===== src/hdl/front_panel_regs.svh =====
// Constants of the front-panel switch and button decoder
`ifndef FRONT_PANEL_REGS_SVH
`define FRONT_PANEL_REGS_SVH

// Clock rate and times
`define CLK_FREQ_KHZ     10000
`define HOLD_TIME_MS     3000
`define CONFIRM_TIME_MS  1000
`define DEBOUNCE_TIME_MS 20
`define CNT_W            26

// Switch positions, 1 means ON
`define SW_ADDR_LSB      0
`define SW_ADDR_MSB      3
`define SW_BAUD_LSB      4
`define SW_BAUD_MSB      5
`define SW_TERM          6
`define SW_SECURE        7

// Baud codes
`define BAUD_9600        2'h0
`define BAUD_19200       2'h1
`define BAUD_38400       2'h2
`define BAUD_57600       2'h3

// Reset values
`define DEFAULT_IP       32'hc0a80101
`define ADDR_RESET       6'h00

`endif


===== src/hdl/front_panel_pkg.sv =====
// Types of the front-panel switch and button decoder
package front_panel_pkg;

   // Button sequencer states
   typedef enum logic [3:0] {
      ST_IDLE    = 4'b0001,
      ST_HOLD    = 4'b0010,
      ST_CONFIRM = 4'b0100,
      ST_RELEASE = 4'b1000
   } panel_state_t;

   // Settings that switches or software choose
   typedef struct packed {
      logic [5:0] address;
      logic [1:0] baud_code;
      logic       termination;
      logic       download_enable;
   } link_cfg_t;

   // One-cycle factory reset requests
   typedef struct packed {
      logic config_reset;
      logic comm_reset;
      logic password_reset;
      logic netmgr_reset;
   } reset_req_t;

   // Debouncer state
   typedef struct packed {
      logic              level;
      logic [25:0]       count;
   } debounce_state_t;

   // Top-level state
   typedef struct packed {
      panel_state_t fsm;
      logic [1:0]   combo;
      logic [25:0]  count;
      logic         led_all_on;
      reset_req_t   req;
      link_cfg_t    cfg;
      logic         sw_control;
      logic         download_accept;
      logic         download_refuse;
      logic [31:0]  ip_address;
   } panel_t;

endpackage : front_panel_pkg


===== src/hdl/button_debounce.sv =====
// Debouncer for one pushbutton
`timescale 1ns/10ps
`default_nettype none
`include "front_panel_regs.svh"

module button_debounce #(
   parameter int unsigned DEBOUNCE_CYCLES = 1
) (
   input  wire logic clk,
   input  wire logic reset_n,
   input  wire logic raw,
   output logic      level
);

   front_panel_pkg::debounce_state_t st;
   front_panel_pkg::debounce_state_t next_st;

   // Level follows the input only after it held steady for the debounce time
   always_comb begin
      next_st = st;
      if (raw == st.level) begin
         next_st.count = '0;
      end else if (st.count == `CNT_W'(DEBOUNCE_CYCLES - 1)) begin
         next_st.level = raw;
         next_st.count = '0;
      end else begin
         next_st.count = st.count + `CNT_W'(1);
      end
   end

   // State register
   always_ff @(posedge clk or negedge reset_n) begin
      if (!reset_n) begin
         st <= '0;
      end else begin
         st <= next_st;
      end
   end

   assign level = st.level;
endmodule : button_debounce
`default_nettype wire


===== src/hdl/dip_decoder.sv =====
// Decoder of the configuration switch bank with software fallback
`timescale 1ns/10ps
`default_nettype none
`include "front_panel_regs.svh"

module dip_decoder (
   input  wire logic                     [7:0] dip_switch,
   input  wire front_panel_pkg::link_cfg_t     sw_cfg,
   output front_panel_pkg::link_cfg_t          cfg,
   output logic                                sw_control
);

   // All positions ON hands the address, baud, termination and download settings to software
   assign sw_control = &dip_switch;

   // Switch or software source for each setting
   always_comb begin
      if (sw_control) begin
         cfg = sw_cfg;
      end else begin
         cfg.address         = {2'h0, dip_switch[`SW_ADDR_MSB:`SW_ADDR_LSB]};
         cfg.baud_code       = dip_switch[`SW_BAUD_MSB:`SW_BAUD_LSB];
         cfg.termination     = dip_switch[`SW_TERM];
         cfg.download_enable = dip_switch[`SW_SECURE];
      end
   end

endmodule : dip_decoder
`default_nettype wire


===== src/hdl/front_panel_switch_decoder.sv =====
// Front-panel button sequencer and configuration switch decoder
`timescale 1ns/10ps
`default_nettype none
`include "front_panel_regs.svh"

module front_panel_switch_decoder #(
   parameter int unsigned HOLD_CYCLES     = `HOLD_TIME_MS * `CLK_FREQ_KHZ,
   parameter int unsigned CONFIRM_CYCLES  = `CONFIRM_TIME_MS * `CLK_FREQ_KHZ,
   parameter int unsigned DEBOUNCE_CYCLES = `DEBOUNCE_TIME_MS * `CLK_FREQ_KHZ
) (
   input  wire logic       clk,
   input  wire logic       reset_n,
   input  wire logic       config_reset_button,
   input  wire logic       comm_reset_button,
   input  wire logic [7:0] dip_switch,
   input  wire logic [5:0] sw_address,
   input  wire logic [1:0] sw_baud_code,
   input  wire logic       sw_termination,
   input  wire logic       sw_download_enable,
   input  wire logic       download_request,
   output logic            config_reset,
   output logic            comm_reset,
   output logic            password_reset,
   output logic            netmgr_reset,
   output logic            led_all_on,
   output logic [5:0]      device_address,
   output logic [1:0]      baud_code,
   output logic            termination_on,
   output logic            download_enable,
   output logic            sw_control_active,
   output logic            download_accept,
   output logic            download_refuse,
   output logic [31:0]     ip_address
);

   front_panel_pkg::panel_t    st;
   front_panel_pkg::panel_t    next_st;
   front_panel_pkg::link_cfg_t sw_cfg;
   front_panel_pkg::link_cfg_t dec_cfg;
   logic                       dec_sw_control;
   logic [1:0]                 raw_buttons;
   logic [1:0]                 pressed;

   // Bit 0 is the configuration button, bit 1 the communication button
   assign raw_buttons = {comm_reset_button, config_reset_button};

   // One debouncer per button
   generate
      for (genvar i = 0; i < 2; i++) begin : g_debounce
         button_debounce #(
            .DEBOUNCE_CYCLES (DEBOUNCE_CYCLES)
         ) u_debounce (
            .clk     (clk),
            .reset_n (reset_n),
            .raw     (raw_buttons[i]),
            .level   (pressed[i])
         );
      end
   endgenerate

   // Software settings gathered for the decoder
   assign sw_cfg.address         = sw_address;
   assign sw_cfg.baud_code       = sw_baud_code;
   assign sw_cfg.termination     = sw_termination;
   assign sw_cfg.download_enable = sw_download_enable;

   // Switch bank decoding
   dip_decoder u_dip_decoder (
      .dip_switch (dip_switch),
      .sw_cfg     (sw_cfg),
      .cfg        (dec_cfg),
      .sw_control (dec_sw_control)
   );

   // Next state: button sequencing, reset requests and registered settings
   always_comb begin
      next_st                 = st;
      next_st.req             = '0;
      next_st.cfg             = dec_cfg;
      next_st.sw_control      = dec_sw_control;
      next_st.ip_address      = `DEFAULT_IP;
      next_st.download_accept = download_request && dec_cfg.download_enable;
      next_st.download_refuse = download_request && !dec_cfg.download_enable;
      case (st.fsm)
         front_panel_pkg::ST_IDLE: begin
            next_st.led_all_on = 1'b0;
            if (pressed != 2'h0) begin
               next_st.fsm   = front_panel_pkg::ST_HOLD;
               next_st.combo = pressed;
               next_st.count = '0;
            end
         end
         front_panel_pkg::ST_HOLD: begin
            if (pressed == 2'h0) begin
               // Released early: no reset at all
               next_st.fsm = front_panel_pkg::ST_IDLE;
            end else if (pressed != st.combo) begin
               // Combination changed: time the new one from zero
               next_st.combo = pressed;
               next_st.count = '0;
            end else if (st.count == `CNT_W'(HOLD_CYCLES - 1)) begin
               next_st.fsm        = front_panel_pkg::ST_CONFIRM;
               next_st.count      = '0;
               next_st.led_all_on = 1'b1;
               case (st.combo)
                  2'h1: next_st.req.config_reset = 1'b1;
                  2'h2: next_st.req.comm_reset   = 1'b1;
                  2'h3: begin
                     if (dip_switch[`SW_SECURE]) begin
                        next_st.req.netmgr_reset = 1'b1;
                     end else begin
                        next_st.req.password_reset = 1'b1;
                     end
                  end
                  default: next_st.fsm = front_panel_pkg::ST_IDLE;
               endcase
            end else begin
               next_st.count = st.count + `CNT_W'(1);
            end
         end
         front_panel_pkg::ST_CONFIRM: begin
            // All LEDs stay lit for the confirmation time
            if (st.count == `CNT_W'(CONFIRM_CYCLES - 1)) begin
               next_st.fsm        = front_panel_pkg::ST_RELEASE;
               next_st.count      = '0;
               next_st.led_all_on = 1'b0;
            end else begin
               next_st.count = st.count + `CNT_W'(1);
            end
         end
         front_panel_pkg::ST_RELEASE: begin
            // A held button never starts a second reset
            if (pressed == 2'h0) begin
               next_st.fsm = front_panel_pkg::ST_IDLE;
            end
         end
         default: begin
            next_st.fsm        = front_panel_pkg::ST_IDLE;
            next_st.count      = '0;
            next_st.led_all_on = 1'b0;
         end
      endcase
   end

   // State register
   always_ff @(posedge clk or negedge reset_n) begin
      if (!reset_n) begin
         st                     <= '0;
         st.fsm                 <= front_panel_pkg::ST_IDLE;
         st.cfg.address         <= `ADDR_RESET;
         st.cfg.baud_code       <= `BAUD_9600;
         st.ip_address          <= `DEFAULT_IP;
      end else begin
         st <= next_st;
      end
   end

   // Outputs straight from the state register
   assign config_reset      = st.req.config_reset;
   assign comm_reset        = st.req.comm_reset;
   assign password_reset    = st.req.password_reset;
   assign netmgr_reset      = st.req.netmgr_reset;
   assign led_all_on        = st.led_all_on;
   assign device_address    = st.cfg.address;
   assign baud_code         = st.cfg.baud_code;
   assign termination_on    = st.cfg.termination;
   assign download_enable   = st.cfg.download_enable;
   assign sw_control_active = st.sw_control;
   assign download_accept   = st.download_accept;
   assign download_refuse   = st.download_refuse;
   assign ip_address        = st.ip_address;
endmodule : front_panel_switch_decoder
`default_nettype wire


===== config.mk =====
export PLATFORM = sky130hd
export DESIGN_NAME = front_panel_switch_decoder
export DESIGN_NICKNAME = d
export VERILOG_FILES = /design/src/hdl/front_panel_pkg.sv /design/src/hdl/button_debounce.sv /design/src/hdl/dip_decoder.sv /design/src/hdl/front_panel_switch_decoder.sv
export VERILOG_INCLUDE_DIRS = /design/src /design/src/hdl
export SDC_FILE = /design/constraint.sdc
export NUM_CORES = 1
export LEC_CHECK = 0
export ABC_AREA = 1
export BUFFER_PORTS_ARGS = -buffer_cell sky130_fd_sc_hd__buf_2
export CORE_AREA = 2 2 123 101
export CTS_BUF_LIST = sky130_fd_sc_hd__clkbuf_8
export DETAILED_ROUTE_END_ITERATION = 16
export DIE_AREA = 0 0 125 103
export GPL_TIMING_DRIVEN = 0
export MAX_ROUTING_LAYER = met4
export PLACE_DENSITY = 0.78
export REMOVE_ABC_BUFFERS = 1
export SLEW_MARGIN = 40
export SYNTH_ARGS = -nofsm -noshare
export SYNTH_HDL_FRONTEND = slang
export SYNTH_SLANG_ARGS = --single-unit

===== constraint.sdc =====
create_clock -name clk -period 2.75 [get_ports clk]
set_input_delay 0.55 -clock clk [delete_from_list [all_inputs] [get_ports clk]]
set_output_delay 0.55 -clock clk [all_outputs]
set_load 0.05 [all_outputs]

==> summary.md <==
| Metric | Value |
|---|---|
| Num Clock Sinks | 104 |
| Worst-path clk slew | 0.11 ns |
| Hold-fix buffers at CTS | 0 |
| Die Width | 125 um |
| Die height | 103 um |
| Worst-margin pin slew | 0.656 ns |
| Period utilisation layout | 76.4% |
| Clk Latency, worst-skew pair | 0.38 ns |
| Final wirelength | 13100 um |
| Syn Inst Count | 872 |
| Total vias in the final route | 5284 |
| Synth area leaders | dfrtp_1 (41%), nand2_1 (12%), nor2_1 (9.5%) |
| Initial Util | 53.3% |
| Post-synth EDFFs | 0 |
| Yosys cell types | 38 |
| Synthesis warning total | 0 |
| Final min period | 2.10 ns |
| IO Count | 73 |
| Core area | 11800 um2 |
| Num CTS Buffers | 9 |
| Vias in the first global route | 4790 |
| Placed Cells | 1047 |
| Fraction of layout cells with a size suffix above 1 | 9.44% |
| H-tree Lvls | 3 |
| Area of the mapped netlist | 6280 um2 |
| Layout area overhead | 6.17% |
| Slew margin rel. | 56.2% |
| Total global-route track usage | 21.7% |
| # fillers | 1102 |
| Net switching power | 1.00 mW |
| Max Cap Violations | 0 |
| Final setup vio count | 0 |
| CTS max path bufs | 2 |
| # DRC | 0 |
| Number of antenna cells inserted | 0 |
| CP Max Fanout | 21 |
| Synthesized flop and latch total | 104 |
| CP Capture Type | flop |
| RSZ-0062 raised after global routing | false |
| Maximum vdd ir drop | 0.222 mV |
| CTS tree | yes |
| CP max stage delay | 0.56 ns |
| Logic pwr share | 15.1% |
| Reg2reg setup slack | 0.65 ns |
| Detail Route Antenna Nets | 0 |
| Synth top area share | 41.0% |
| First-pass GRT wire length | 22000 um |
| Post-placement cell area | 6470 um2 |
| Worst path most repeated cell | nor2_1 |
| Top_reg_cell synth | dfrtp_1 |
| Setup_tns | 0 ns |
| Final hold slack | 0.0737 ns |
| Port Buffer Count | 40 |
| Int Pwr | 2.04 mW |
| Clock power frac | 31.5% |
| Worst Path Arrival | 2.37 ns |
| Drt first pass iters | 5 |
| Die area | 12900 um2 |
| Tot Pwr | 3.04 mW |
| Slowest CP cell | dfstp_2 |
| Largest net degree at the start of global routing | 56 |
| Flop pwr share | 53.3% |
| Final instance area | 6670 um2 |
| Leakage | 3.36 nW |
| Total setup buffers inserted after CTS | 0 |
| Max Clk Rate | 476 MHz |
| Max-slew violation count | 0 |
| Clk_skew | 0.00843 ns |
| Startpoint Class | flop |
| Asr flop ratio synth | 100% |
| Wire length per cell | 12.4 um |
| GP Congestion | 0.936 |
| Final Hold Fails | 0 |
| Gr ovfl total | 0 |
| CP Cell Sequence | nor2_1, nand3_1, nand3_4, inv_2, nand3_2, inv_1, nor2_1 |
| Switching Share | 33.0% |
| Syn_area_per_cell | 7.21 um2 |
| Worst Hold Class | in2async |
| CTS resizes | 0 |
| Required time of the worst setup path | 3.02 ns |
| Initial antenna violation count | 0 |
| HPWL Detailed | 10100 um |
| Power Dens Cells | 455 nW/um2 |
| Vias per inst | 4.97 |
| Post-Layout Cell Count | 1063 |
| Number of DRC markers in iteration 0 | 352 |
| # rows | 36 |
| Root Buffer | clkbuf_8 |
| Crit path kind | reg2reg |
| Sequential area share after synthesis | 41.4% |
| Nets | 932 |
| Status | finished clean |
| Most area-hungry cell type in the Yosys netlist | dfrtp_1 |
-- metrics by stage --
stage | utilization (%) | worst slack, ns
2_1_floorplan | - | 1.10
3_3_place_gp | 54.5 | -0.0203
3_5_place_dp | 54.8 | 0.681
4_1_cts | 56.5 | 0.655
5_1_grt | 56.5 | 0.485
6_report | 56.5 | 0.650
-- power groups by stage --
stage	sequential [mW]	clock (mW)	combinational (mW)
2_1_floorplan	1.67	0	0.299
3_3_place_gp	1.65	0	0.446
3_5_place_dp	1.65	0	0.460
4_1_cts	1.62	0.989	0.463
5_1_grt	1.63	1.04	0.509
6_report	1.62	0.958	0.460
-- cells in the final DEF (no fill, tap or decap), types with 3 or more instances in the layout --
| master | Yosys | routed |
|---|---|---|
| nor4_1 | 4 | 4 |
| nand2_2 | 6 | 6 |
| clkbuf_8 | 0 | 9 |
| nor2_4 | 4 | 4 |
| nand3_1 | 64 | 64 |
| nand3b_1 | 4 | 4 |
| nor2_2 | 5 | 5 |
| nor3b_1 | 3 | 3 |
| nand4_1 | 20 | 20 |
| xor2_1 | 30 | 30 |
| dfrtp_1 | 103 | 103 |
| nor2_1 | 159 | 159 |
| inv_2 | 3 | 3 |
| nand2_1 | 206 | 206 |
| or2_2 | 3 | 3 |
| inv_1 | 116 | 116 |
| conb_1 | 2 | 32 |
| nor3_1 | 40 | 40 |
| o21ai_0 | 12 | 12 |
| ha_1 | 3 | 3 |
| buf_2 | 1 | 39 |
| a21oi_1 | 10 | 10 |
| o21ai_1 | 3 | 3 |
| xnor2_1 | 10 | 10 |
-- registers in the layout, indices dropped and copies added (netlist names), 2 cells and up --
name and flops:
g_debounce.u_debounce.level 2, st 32, device_address 6, baud_code 2, g_debounce.u_debounce.st 52
-- cells by family after synthesis --
kind of cell    synth area share [%]
simple gates                    37.0
other cells                    0.119
xor+xnor                        5.57
fa+ha+maj                      0.597
compound gates                  2.47
buf+inv                         12.8
flops                           41.4
-- synth_stat cells (2+ instances only) --
| cell | n |
|---|---|
| nand2_1 | 206 |
| nor2_1 | 159 |
| inv_1 | 116 |
| dfrtp_1 | 103 |
| nand3_1 | 64 |
| buf_4 | 41 |
| nor3_1 | 40 |
| xor2_1 | 30 |
| nand4_1 | 20 |
| o21ai_0 | 12 |
| a21oi_1 | 10 |
| xnor2_1 | 10 |
| nand2_2 | 6 |
| nor2_2 | 5 |
| nand3b_1 | 4 |
| nor2_4 | 4 |
| nor4_1 | 4 |
| buf_6 | 3 |
| clkbuf_1 | 3 |
| ha_1 | 3 |
| inv_2 | 3 |
| nor3b_1 | 3 |
| o21ai_1 | 3 |
| or2_2 | 3 |
| and2_1 | 2 |
| conb_1 | 2 |
| nand3_2 | 2 |
-- routing by layer --
| metal | wire [um] | track usage, % |
|---|---|---|
| met2 | 5960 | 34.2 |
| met1 | 6480 | 29.5 |
| met4 | 118 | 4.53 |
| met5 | 0 | - |
| met3 | 586 | 4.67 |
-- final timing paths --
kind | startpoint | endpoint | cells after the start
min reg2reg | g_debounce[1].u_debounce.st[0] | g_debounce[1].u_debounce.st[0] | 1
min | reset_n | g_debounce[0].u_debounce.st[17] | 1
max | st[78] | st[56] | 7
min in group clk | dip_switch[7] | password_reset | 2
max in group asynchronous | reset_n | g_debounce[1].u_debounce.st[21] | 2
max reg2reg | st[78] | st[56] | 7
-- area by class of cell --
type                            instances  area, um2  share of cell area, %
Tap cell                              152        190                   2.85
Clock buffer                            9        124                   1.86
Inverter                              119        447                   6.69
Multi-Input combinational cell        631       2990                   44.8
Sequential cell                       104       2600                   39.0
Clock inverter                          7       81.3                   1.22
Timing Repair Buffer                   41        238                   3.56
-- worst max-delay path, delay by kind of cell (launching register included) --
kind          cells  cell delay (ns)
buf+inv           2             0.57
flops             1             0.56
simple gates      5             0.85
(Power assumes the default switching activity.)
